==> config.mk <==
export PLATFORM = sky130hd
export DESIGN_NAME = adc_sequencer_control
export DESIGN_NICKNAME = d
export VERILOG_FILES = /design/src/design/adc_seq_pkg.sv /design/src/design/adc_sequencer_control.sv /design/src/design/tad_tick_gen.sv /design/src/design/sar_engine.sv
export SDC_FILE = /design/constraint.sdc
export NUM_CORES = 1
export LEC_CHECK = 0
export ABC_AREA = 1
export BUFFER_PORTS_ARGS = -buffer_cell sky130_fd_sc_hd__clkbuf_2
export CORE_MARGIN = 10
export CORE_UTILIZATION = 35
export DETAILED_ROUTE_END_ITERATION = 8
export HOLD_SLACK_MARGIN = 0.05
export PLACE_DENSITY = 0.6
export SLEW_MARGIN = 20
export SYNTH_ARGS = -nofsm -noshare
export SYNTH_HDL_FRONTEND = slang
export SYNTH_SLANG_ARGS = --single-unit
export TNS_END_PERCENT = 50
==> constraint.sdc <==
create_clock -name i_clock -period 2.6 [get_ports i_clock]
set_input_delay 0.26 -clock i_clock [delete_from_list [all_inputs] [get_ports i_clock]]
set_output_delay 0.26 -clock i_clock [all_outputs]
set_load 0.03 [all_outputs]
==> src/design/adc_seq_pkg.sv <==
package adc_seq_pkg;
    // ------------------------------------------------------------
    // Register offsets and fields
    // ------------------------------------------------------------
    localparam int         ADDR_W          = 3;
    localparam logic [2:0] OFS_RESULT_HI   = 3'h0;
    localparam logic [2:0] OFS_RESULT_LO   = 3'h1;
    localparam logic [2:0] OFS_CTL0        = 3'h2;
    localparam logic [2:0] OFS_CTL1        = 3'h3;
    localparam logic [2:0] OFS_CTL2        = 3'h4;
    localparam int         CTL0_CAL_BIT    = 7;
    localparam int         CTL0_CHAN_LSB   = 2;
    localparam int         CTL0_GO_BIT     = 1;
    localparam int         CTL0_ON_BIT     = 0;
    localparam int         CTL1_REF_LSB    = 4;
    localparam int         CTL1_PCFG_LSB   = 0;
    localparam int         CTL2_FMT_BIT    = 7;
    localparam int         CTL2_ACQ_LSB    = 3;
    localparam int         CTL2_CLK_LSB    = 0;
    localparam logic [3:0] PCFG_RESET_ANALOG  = 4'h0;
    localparam logic [3:0] PCFG_RESET_DIGITAL = 4'h1;
    localparam logic [3:0] CMP2_TRIGGER_MODE  = 4'hB;
    localparam int         CHANNELS        = 13;
    localparam int         RESULT_W        = 10;
    // ------------------------------------------------------------
    // Timing
    // ------------------------------------------------------------
    localparam int CLOCK_PERIOD_NS  = 20;
    localparam int INSTR_CYCLE_NS   = 80;
    localparam int INSTR_CYCLE_CLKS =
        (INSTR_CYCLE_NS + CLOCK_PERIOD_NS - 1) / CLOCK_PERIOD_NS;
    localparam logic [4:0] WAIT_TADS = 5'h02;
    localparam int         CONV_TADS = 11;

    typedef enum logic [2:0] {
        ST_OFF    = 3'b000,
        ST_SAMPLE = 3'b001,
        ST_DELAY  = 3'b010,
        ST_ACQ    = 3'b011,
        ST_CONV   = 3'b100,
        ST_WAIT   = 3'b101
    } state_t;

    function automatic logic [4:0] acq_tads(input logic [2:0] code);
        logic [4:0] n;
        n = 5'h00;
        unique case (code)
            3'h0: n = 5'h00;
            3'h1: n = 5'h02;
            3'h2: n = 5'h04;
            3'h3: n = 5'h06;
            3'h4: n = 5'h08;
            3'h5: n = 5'h0C;
            3'h6: n = 5'h10;
            3'h7: n = 5'h14;
        endcase
        return n;
    endfunction : acq_tads
endpackage : adc_seq_pkg

==> src/design/adc_sequencer_control.sv <==
`timescale 1ns/1ns
// Notes on behaviour
// - clock select codes give 2..64 periods, x11 RC
// - manual acquisition delays start one instruction cycle
// - calibration dummy conversion stores offset, subtracted later
// - selected pin converted regardless of direction
// - analog pins read zero on port read
// - strap picks port reset PCFG 0 or 1; both leave all 13 pins analog
// - acquisition code 010 samples four bit periods
// - abort keeps result registers unchanged
// - two bit periods wait, then sampling resumes
// - compare trigger in mode 1011 sets go
// - converter off ignores trigger, timer still reset
// - completion loads result (offset on calibration run), clears go, flags done
// - acquisition field gives 2..20 periods, 000 manual
// - conversion takes eleven bit periods
module adc_sequencer_control (
    input  wire logic                          i_clock,
    input  wire logic                          i_resetn,
    input  wire logic [adc_seq_pkg::ADDR_W-1:0] i_addr,
    input  wire logic [7:0]                    i_wdata,
    input  wire logic                          i_write,
    input  wire logic                          i_read,
    output logic      [7:0]                    o_rdata,
    input  wire logic                          i_portb_analog_reset_cfg,
    input  wire logic [3:0]                    i_compare2_mode,
    input  wire logic                          i_special_event,
    output logic                               o_timer_reset,
    input  wire logic                          i_rc_clock,
    input  wire logic                          i_comp_high,
    input  wire logic [adc_seq_pkg::CHANNELS-1:0] i_pin_levels,
    output logic      [adc_seq_pkg::CHANNELS-1:0] o_port_read,
    output logic      [3:0]                    o_channel_select,
    output logic      [1:0]                    o_ref_select,
    output logic                               o_sample,
    output logic                               o_cal_mode,
    output logic      [adc_seq_pkg::RESULT_W-1:0] o_dac_code,
    output logic                               o_conv_done_set
);
    import adc_seq_pkg::*;

    // ------------------------------------------------------------
    // State
    // ------------------------------------------------------------
    state_t                state_q, state_d;
    logic                  on_q, on_d, go_q, go_d, cal_q, cal_d;
    logic [3:0]            chan_q, chan_d, pcfg_q, pcfg_d;
    logic [1:0]            ref_q, ref_d;
    logic                  fmt_q, fmt_d;
    logic [2:0]            acq_q, acq_d, clk_q, clk_d, dly_q, dly_d;
    logic [4:0]            cnt_q, cnt_d;
    logic [7:0]            res_hi_q, res_hi_d, res_lo_q, res_lo_d, rdata_q, rdata_d;
    logic [RESULT_W-1:0]   offset_q, offset_d, corr;
    logic                  cal_run_q, cal_run_d, done_q, done_d, trst_q, trst_d;
    logic [CHANNELS-1:0]   s1_q, s2_q, s3_q, lvl_q, lvl_d, prd_q, prd_d, amask;
    logic                  wr0, sw_go_set, sw_go_clr, trig_hit, hw_go, start_req;
    logic                  busy_st, abort_req, sar_start, sar_abort;
    logic                  tad_tick, sar_busy, sar_done;
    logic [RESULT_W-1:0]   sar_code, sar_result;

    tad_tick_gen u_tick (
        .i_clock        (i_clock),
        .i_resetn       (i_resetn),
        .i_clock_select (clk_q),
        .i_rc_clock     (i_rc_clock),
        .i_run          (state_q != ST_OFF),
        .o_tick         (tad_tick)
    );

    sar_engine #(.WIDTH(RESULT_W)) u_sar (
        .i_clock     (i_clock),
        .i_resetn    (i_resetn),
        .i_tick      (tad_tick),
        .i_start     (sar_start),
        .i_abort     (sar_abort),
        .i_comp_high (i_comp_high),
        .o_busy      (sar_busy),
        .o_done      (sar_done),
        .o_code      (sar_code),
        .o_result    (sar_result)
    );

    // ------------------------------------------------------------
    // Next-state logic
    // ------------------------------------------------------------
    always_comb begin
        wr0       = i_write && (i_addr == OFS_CTL0);
        // Go only honoured once the converter is already on
        sw_go_set = wr0 && i_wdata[CTL0_GO_BIT] && i_wdata[CTL0_ON_BIT] && on_q;
        sw_go_clr = wr0 && !i_wdata[CTL0_GO_BIT];
        trig_hit  = i_special_event && (i_compare2_mode == CMP2_TRIGGER_MODE);
        hw_go     = trig_hit && on_q;
        start_req = (sw_go_set || hw_go) && (state_q == ST_SAMPLE);
        busy_st   = (state_q == ST_DELAY) || (state_q == ST_ACQ) || (state_q == ST_CONV);
        abort_req = sw_go_clr && !hw_go && busy_st;
        corr      = (sar_result > offset_q) ? RESULT_W'(sar_result - offset_q) : '0;
        for (int i = 0; i < CHANNELS; i++) begin
            amask[i] = (i + int'(pcfg_q)) < 15;
        end
        state_d   = state_q;
        on_d      = on_q;
        go_d      = go_q;
        cal_d     = cal_q;
        chan_d    = chan_q;
        pcfg_d    = pcfg_q;
        ref_d     = ref_q;
        fmt_d     = fmt_q;
        acq_d     = acq_q;
        clk_d     = clk_q;
        dly_d     = dly_q;
        cnt_d     = cnt_q;
        res_hi_d  = res_hi_q;
        res_lo_d  = res_lo_q;
        offset_d  = offset_q;
        cal_run_d = cal_run_q;
        done_d    = 1'b0;
        trst_d    = trig_hit;
        sar_start = 1'b0;
        sar_abort = 1'b0;
        // Plain register writes
        if (i_write) begin
            unique case (i_addr)
                OFS_RESULT_HI: res_hi_d = i_wdata;
                OFS_RESULT_LO: res_lo_d = i_wdata;
                OFS_CTL0: begin
                    on_d   = i_wdata[CTL0_ON_BIT];
                    cal_d  = i_wdata[CTL0_CAL_BIT];
                    chan_d = i_wdata[CTL0_CHAN_LSB +: 4];
                end
                OFS_CTL1: begin
                    ref_d  = i_wdata[CTL1_REF_LSB +: 2];
                    pcfg_d = i_wdata[CTL1_PCFG_LSB +: 4];
                end
                OFS_CTL2: begin
                    fmt_d = i_wdata[CTL2_FMT_BIT];
                    acq_d = i_wdata[CTL2_ACQ_LSB +: 3];
                    clk_d = i_wdata[CTL2_CLK_LSB +: 3];
                end
                default: ;
            endcase
        end
        unique case (state_q)
            ST_OFF: if (on_d) state_d = ST_SAMPLE;
            ST_SAMPLE: if (start_req) begin
                go_d      = 1'b1;
                cal_run_d = cal_q;
                if (acq_q == 3'h0) begin
                    state_d = ST_DELAY;
                    dly_d   = 3'(INSTR_CYCLE_CLKS);
                end else begin
                    state_d = ST_ACQ;
                    cnt_d   = acq_tads(acq_q);
                end
            end
            ST_DELAY: if (dly_q == 3'h1) begin
                state_d   = ST_CONV;
                sar_start = 1'b1;
            end else begin
                dly_d = 3'(dly_q - 3'h1);
            end
            ST_ACQ: if (tad_tick) begin
                if (cnt_q == 5'h01) begin
                    state_d   = ST_CONV;
                    sar_start = 1'b1;
                end else begin
                    cnt_d = 5'(cnt_q - 5'h01);
                end
            end
            ST_CONV: if (sar_done) begin
                state_d = ST_WAIT;
                cnt_d   = WAIT_TADS;
                go_d    = 1'b0;
                done_d  = 1'b1;
                if (cal_run_q) begin
                    offset_d = sar_result;
                    cal_d    = 1'b0;
                end else if (fmt_q) begin
                    res_hi_d = {6'h00, corr[9:8]};
                    res_lo_d = corr[7:0];
                end else begin
                    res_hi_d = corr[9:2];
                    res_lo_d = {corr[1:0], 6'h00};
                end
                cal_run_d = 1'b0;
            end
            ST_WAIT: if (tad_tick) begin
                if (cnt_q == 5'h01) state_d = ST_SAMPLE;
                else cnt_d = 5'(cnt_q - 5'h01);
            end
            default: state_d = ST_OFF;
        endcase
        // Abort from any busy state; result registers left alone
        if (abort_req) begin
            state_d   = ST_WAIT;
            cnt_d     = WAIT_TADS;
            go_d      = 1'b0;
            sar_abort = 1'b1;
            cal_run_d = 1'b0;
            res_hi_d  = res_hi_q;
            res_lo_d  = res_lo_q;
        end
        if (!on_d) begin
            state_d   = ST_OFF;
            go_d      = 1'b0;
            sar_abort = 1'b1;
            cal_run_d = 1'b0;
        end
        // Port pins: analog-configured pins read as zero
        for (int i = 0; i < CHANNELS; i++) begin
            lvl_d[i] = (s2_q[i] == s3_q[i]) ? s3_q[i] : lvl_q[i];
        end
        prd_d   = lvl_d & ~amask;
        rdata_d = 8'h00;
        if (i_read) begin
            unique case (i_addr)
                OFS_RESULT_HI: rdata_d = res_hi_q;
                OFS_RESULT_LO: rdata_d = res_lo_q;
                OFS_CTL0: rdata_d = {cal_q, 1'b0, chan_q, go_q, on_q};
                OFS_CTL1: rdata_d = {2'h0, ref_q, pcfg_q};
                OFS_CTL2: rdata_d = {fmt_q, 1'b0, acq_q, clk_q};
                default:  rdata_d = 8'h00;
            endcase
        end
    end

    // ------------------------------------------------------------
    // Registers
    // ------------------------------------------------------------
    always_ff @(posedge i_clock) begin
        if (!i_resetn) begin
            state_q <= ST_OFF;
            {on_q, go_q, cal_q, fmt_q, cal_run_q, done_q, trst_q} <= 7'h00;
            {chan_q, ref_q, acq_q, clk_q, dly_q, cnt_q} <= 20'h00000;
            // Strap sampled while reset is held
            pcfg_q <= i_portb_analog_reset_cfg ? PCFG_RESET_ANALOG : PCFG_RESET_DIGITAL;
            {res_hi_q, res_lo_q, rdata_q} <= 24'h000000;
            offset_q <= '0;
            {s1_q, s2_q, s3_q, lvl_q, prd_q} <= '0;
        end else begin
            state_q <= state_d;
            {on_q, go_q, cal_q, fmt_q} <= {on_d, go_d, cal_d, fmt_d};
            {cal_run_q, done_q, trst_q} <= {cal_run_d, done_d, trst_d};
            {chan_q, pcfg_q, ref_q} <= {chan_d, pcfg_d, ref_d};
            {acq_q, clk_q, dly_q, cnt_q} <= {acq_d, clk_d, dly_d, cnt_d};
            {res_hi_q, res_lo_q, rdata_q} <= {res_hi_d, res_lo_d, rdata_d};
            offset_q <= offset_d;
            {s3_q, s2_q, s1_q} <= {s2_q, s1_q, i_pin_levels};
            {lvl_q, prd_q} <= {lvl_d, prd_d};
        end
    end

    // Channel goes to the mux unqualified by pin direction
    assign o_channel_select = chan_q;
    assign o_ref_select     = ref_q;
    assign o_sample         = (state_q == ST_SAMPLE) || (state_q == ST_DELAY) ||
                              (state_q == ST_ACQ);
    assign o_cal_mode       = cal_run_q;
    assign o_dac_code       = sar_code;
    assign o_conv_done_set  = done_q;
    assign o_timer_reset    = trst_q;
    assign o_rdata          = rdata_q;
    assign o_port_read      = prd_q;

    // ------------------------------------------------------------
    // Assertions
    // ------------------------------------------------------------
    logic [3:0] conv_ticks_q;
    logic [4:0] acq_ticks_q;
    always_ff @(posedge i_clock) begin
        if (!i_resetn || state_q != ST_CONV) conv_ticks_q <= 4'h0;
        else if (tad_tick) conv_ticks_q <= 4'(conv_ticks_q + 4'h1);
        if (!i_resetn || state_q != ST_ACQ) acq_ticks_q <= 5'h00;
        else if (tad_tick) acq_ticks_q <= 5'(acq_ticks_q + 5'h01);
    end
endmodule : adc_sequencer_control

==> src/design/tad_tick_gen.sv <==
`timescale 1ns/1ns
module tad_tick_gen (
    input  wire logic       i_clock,
    input  wire logic       i_resetn,
    input  wire logic [2:0] i_clock_select,
    input  wire logic       i_rc_clock,
    input  wire logic       i_run,
    output logic            o_tick
);
    import adc_seq_pkg::*;

    logic [2:0] rc_sync_q, rc_sync_d;
    logic       rc_level_q, rc_level_d;
    logic [6:0] div_q, div_d;
    logic       tick_q, tick_d;
    logic [6:0] limit;
    logic       use_rc;

    always_comb begin
        use_rc     = (i_clock_select[1:0] == 2'h3);
        limit      = 7'((7'h02 << {i_clock_select[1:0], i_clock_select[2]}) - 7'h01);
        rc_sync_d  = {rc_sync_q[1:0], i_rc_clock};
        // Level changes only once second and third stage agree
        rc_level_d = (rc_sync_q[1] == rc_sync_q[2]) ? rc_sync_q[2] : rc_level_q;
        div_d      = (!i_run || div_q >= limit) ? 7'h00 : 7'(div_q + 7'h01);
        tick_d     = 1'b0;
        if (i_run) begin
            tick_d = use_rc ? (rc_level_d & ~rc_level_q) : (div_q == limit);
        end
    end

    always_ff @(posedge i_clock) begin
        if (!i_resetn) begin
            rc_sync_q  <= 3'h0;
            rc_level_q <= 1'b0;
            div_q      <= 7'h00;
            tick_q     <= 1'b0;
        end else begin
            rc_sync_q  <= rc_sync_d;
            rc_level_q <= rc_level_d;
            div_q      <= div_d;
            tick_q     <= tick_d;
        end
    end

    assign o_tick = tick_q;
endmodule : tad_tick_gen

==> src/design/sar_engine.sv <==
`timescale 1ns/1ns
module sar_engine #(
    parameter int WIDTH = 10
) (
    input  wire logic             i_clock,
    input  wire logic             i_resetn,
    input  wire logic             i_tick,
    input  wire logic             i_start,
    input  wire logic             i_abort,
    input  wire logic             i_comp_high,
    output logic                  o_busy,
    output logic                  o_done,
    output logic [WIDTH-1:0]      o_code,
    output logic [WIDTH-1:0]      o_result
);
    import adc_seq_pkg::*;

    // Step counter is four bits wide
    if (WIDTH < 2 || WIDTH > 14) begin : g_width_check
        $error("sar_engine: WIDTH out of range");
    end

    logic             busy_q, busy_d;
    logic             done_q, done_d;
    logic [3:0]       step_q, step_d;
    logic [WIDTH-1:0] code_q, code_d;
    logic [WIDTH-1:0] result_q, result_d;
    int               idx;

    // One setup period, then one decision per bit period
    always_comb begin
        idx      = 0;
        busy_d   = busy_q;
        done_d   = 1'b0;
        step_d   = step_q;
        code_d   = code_q;
        result_d = result_q;
        if (i_start) begin
            busy_d = 1'b1;
            step_d = 4'h0;
            code_d = '0;
        end else if (i_abort) begin
            busy_d = 1'b0;
        end else if (busy_q && i_tick) begin
            step_d = 4'(step_q + 4'h1);
            if (step_q == 4'h0) begin
                code_d[WIDTH-1] = 1'b1;
            end else begin
                idx = WIDTH - int'(step_q);
                for (int i = 0; i < WIDTH; i++) begin
                    if (i == idx) code_d[i] = i_comp_high;
                    else if (i == idx - 1) code_d[i] = 1'b1;
                end
                if (int'(step_q) == WIDTH) begin
                    busy_d   = 1'b0;
                    done_d   = 1'b1;
                    result_d = code_d;
                end
            end
        end
    end

    always_ff @(posedge i_clock) begin
        if (!i_resetn) begin
            busy_q   <= 1'b0;
            done_q   <= 1'b0;
            step_q   <= 4'h0;
            code_q   <= '0;
            result_q <= '0;
        end else begin
            busy_q   <= busy_d;
            done_q   <= done_d;
            step_q   <= step_d;
            code_q   <= code_d;
            result_q <= result_d;
        end
    end

    assign o_busy   = busy_q;
    assign o_done   = done_q;
    assign o_code   = code_q;
    assign o_result = result_q;
endmodule : sar_engine

==> summary.md <==
| Metric | Value |
|---|---|
| Run status | `completed` |
| DRT Wirelength | `between 20000 and 25000 um` |
| Routed vias | `about 7600` |
| HP Class | `in2reg` |
| Vias in the first global route | `between 7000 and 8000` |
| Worst-Skew Late Latency | `between 400 and 500 ps` |
| Worst-margin pin slew | `668.1 ps` |
| Synthesized instance count | `approximately 1200` |
| Area growth syn-to-layout | `18.54%` |
| Post-route total power | `between 5 and 6 mW` |
| Synthesis-stage register bit count | `approximately 180` |
| Synth cell types | `50` |
| Area leader, netlist | `dfxtp_1` |
| RSZ-0062 raised after global routing | `false` |
| FMAX | `0.4173 GHz` |
| Setup violations, final | `0` |
| Core Region | `around 24000 um2` |
| TritonCTS Sinks | `roughly 180` |
| CTS tree | `done` |
| CTS root buf | `clkbuf_16` |
| CTS clk-pin slew, worst paths | `about 80 ps` |
| Antenna diodes | `0` |
| Setup crit end kind | `register` |
| Slew HR | `55.42%` |
| Top cells by count, synth | `nand2_1 (288), inv_1 (191), dfxtp_1 (171)` |
| Startpoint types | `register` |
| GPL Wtd Cong | `0.8989` |
| Row count | `57` |
| Max Cap Violations | `0` |
| Number of remaining DRC errors | `0` |
| First-pass GRT wire length | `35910 um` |
| Drt initial violations | `roughly 550` |
| Die width | `approximately 180 um` |
| Post-layout min period | `2396 ps` |
| PwrDens | `roughly 570 nW/um2` |
| Final period util | `92.17%` |
| DR pass1 iterations | `5` |
| Required @ worst endpoint | `2990 ps` |
| Hpwl dp | `between 15000 and 20000 um` |
| CP max FO | `6` |
| Fin. max-slew vios | `0` |
| Skew final | `between 10 and 15 ps` |
| CTS buffer count | `17` |
| Wirelength per Cell | `13.30 um` |
| Final ANT Viol Nets | `0` |
| Largest net degree at the start of global routing | `65` |
| Syn. warnings | `0` |
| Most used DFF post-synth | `dfxtp_1` |
| Vert. Die Dim | `between 150 and 200 um` |
| FILL cells | `around 2500` |
| Tightest hold margin | `64.68 ps` |
| Area contributors post-synth | `dfxtp_1 (40%), nand2_1 (13%), inv_1 (8.4%)` |
| Final setup TNS | `0 ps` |
| Total gr overflow | `0` |
| Peak VDD IR | `roughly 0.33 mV` |
| Post-synthesis sequential area ratio | `a little over 40%` |
| GRT Resource Usage Total | `between 10 and 15%` |
| Post-synth EDFFs | `4` |
| Htree depth | `4` |
| Syn_nets | `approximately 1300` |
| Critical path class | `reg2reg` |
| LEAKAGE | `a little under 5 nW` |
| Final cell count without fillers | `1621` |
| Mapped Area | `roughly 8600 um2` |
| Longest Clk Path Bufs | `2` |
| Initial Util | `35.38%` |
| Nets | `~1400` |
| Layout cells sized above 1 | `between 10% and 20%` |
| Crit path DAT | `approximately 2800 ps` |
| Port bufs | `76` |
| Vias/cell | `around 4.7` |
| Final hold vios | `0` |
| Mapped Avg Cell Area | `slightly above 7 um2` |
| Die Area | `about 31000 um2` |
| Placed instance count | `between 1500 and 2000` |
| Io pins | `77` |
| Yosys top cell area share | `between 30% and 40%` |
| Initial antenna violation count | `0` |
| Count leader, synth | `nand2_1` |
| Synth async-reset ratio | `0%` |
## cells in the final DEF, fill, tap and decap left out, drive strengths merged, types with 2 or more instances in the layout
cell type and n:
o2111ai 2, a21boi 2, nor3b 2, a22oi 11, clkinv 8, xor2 11, xnor2 5, o22ai 16
a31oi 13, dfxtp 171, nor3 25, nand4 18, o21a 13, nand3b 4, inv 205, edfxtp 4
a211oi 11, ha 42, nor2 120, a41oi 2, o21ai 67, nand2 294, a21oi 60, clkbuf 92
o21bai 2, dlygate4sd3 14, buf 12, o211ai 16, nand3 48
## flip-flops by register name (all words and copies together), names as in the netlist, 5 cells and up, named ones only
| name | count |
|---|---|
| u_tick.div_q | 7 |
| o_rdata | 8 |
| cnt_q | 5 |
| u_sar.o_result | 10 |
| lvl_q | 13 |
| offset_q | 10 |
| res_hi_q | 8 |
| s3_q | 13 |
| s2_q | 13 |
| res_lo_q | 8 |
| s1_q | 13 |
| u_sar.o_code | 10 |
| o_port_read | 13 |
## layer usage
layer  vias up  track usage (%)  wire length, um  share of wire, %
met1      3487            17.29            10300                48
met5         -                0                0                 0
met3        16            2.905              695               3.2
li1       4026                -                -                 -
met4         0            4.308              257               1.2
met2       108            23.70            10300                48
## final timing paths
| path | slack [ps] | startpoint | end | cells past startpoint |
|---|---|---|---|---|
| worst max-delay path | 200 | u_sar.step_q[1] | u_sar.o_result[9] | 16 |
| worst min-delay path | 60 | i_special_event | o_timer_reset | 3 |
| worst max register to register | 200 | u_sar.step_q[1] | u_sar.o_result[9] | 16 |
| worst min register to register | 410 | s1_q[2] | s2_q[2] | 2 |
## worst max-delay path, cell delays in order, from the launching register on
cell and delay [ps]:
dfxtp_4 380, inv_1 100, ha_4 290, nand3_2 90, inv_2 100, nand3_1 80, ha_1 320, nor3_2 170
nand4_1 110, buf_4 170, nor2_2 140, inv_1 50, nor2_1 100, o22ai_1 90, nand2_1 70, nand2_1 40
inv_1 40
## layout make-up
class | instances | area (um2) | area share [%]
clock inverter | 15 | 206.4 | 2.030
inverter | 200 | 753.2 | 7.407
sequential | 175 | 3551 | 34.92
tap | 324 | 405.4 | 3.987
clock buffer | 17 | 425.4 | 4.184
timing repair buffer | 101 | 603.1 | 5.931
multi-input combinational | 789 | 4224 | 41.54
## report_power, final
group	leakage (nW)	internal, mW	switching [mW]	total (mW)
Combinational	3.11	0.124	0.228	0.353
Clock	0.303	1.41	1.28	2.69
Sequential	1.43	2.74	0.0397	2.78
Total	4.84	4.28	1.55	5.82
## cells by family (layout without fill, tap and decap cells)
| family | after synthesis | after routing | synth area share, % |
|---|---|---|---|
| xor gates and xnor gates | 16 | 16 | 1.721 |
| and+or+nand+nor | 513 | 513 | 25.35 |
| adders and majority gates | 43 | 43 | 6.359 |
| AOI/OAI and AO/OA | 217 | 217 | 15.21 |
| DFF | 175 | 175 | 41.31 |
| buffers and inverters | 226 | 333 | 10.05 |
## repair_timing
action | in CTS | in global routing
resized for setup | 0 | 18
hold endpoints to repair | 14 | 0
endpoints found under the setup margin | 0 | 20
hold buffers | 14 | 0
setup buffers | 0 | 1
## through the flow
| stage | utilization (%) | instance area (um2) | worst slack (ps) |
|---|---|---|---|
| floorplan | - | 8578 | 346.3 |
| global placement | 38.48 | 9330 | 98.34 |
| detailed placement | 38.48 | 9330 | 71.95 |
| CTS | 41.66 | 10100 | 43.16 |
| global route | 41.94 | 10170 | 13.07 |
| finish | 41.94 | 10170 | 203.7 |
Power figures use the tool's default switching activity.
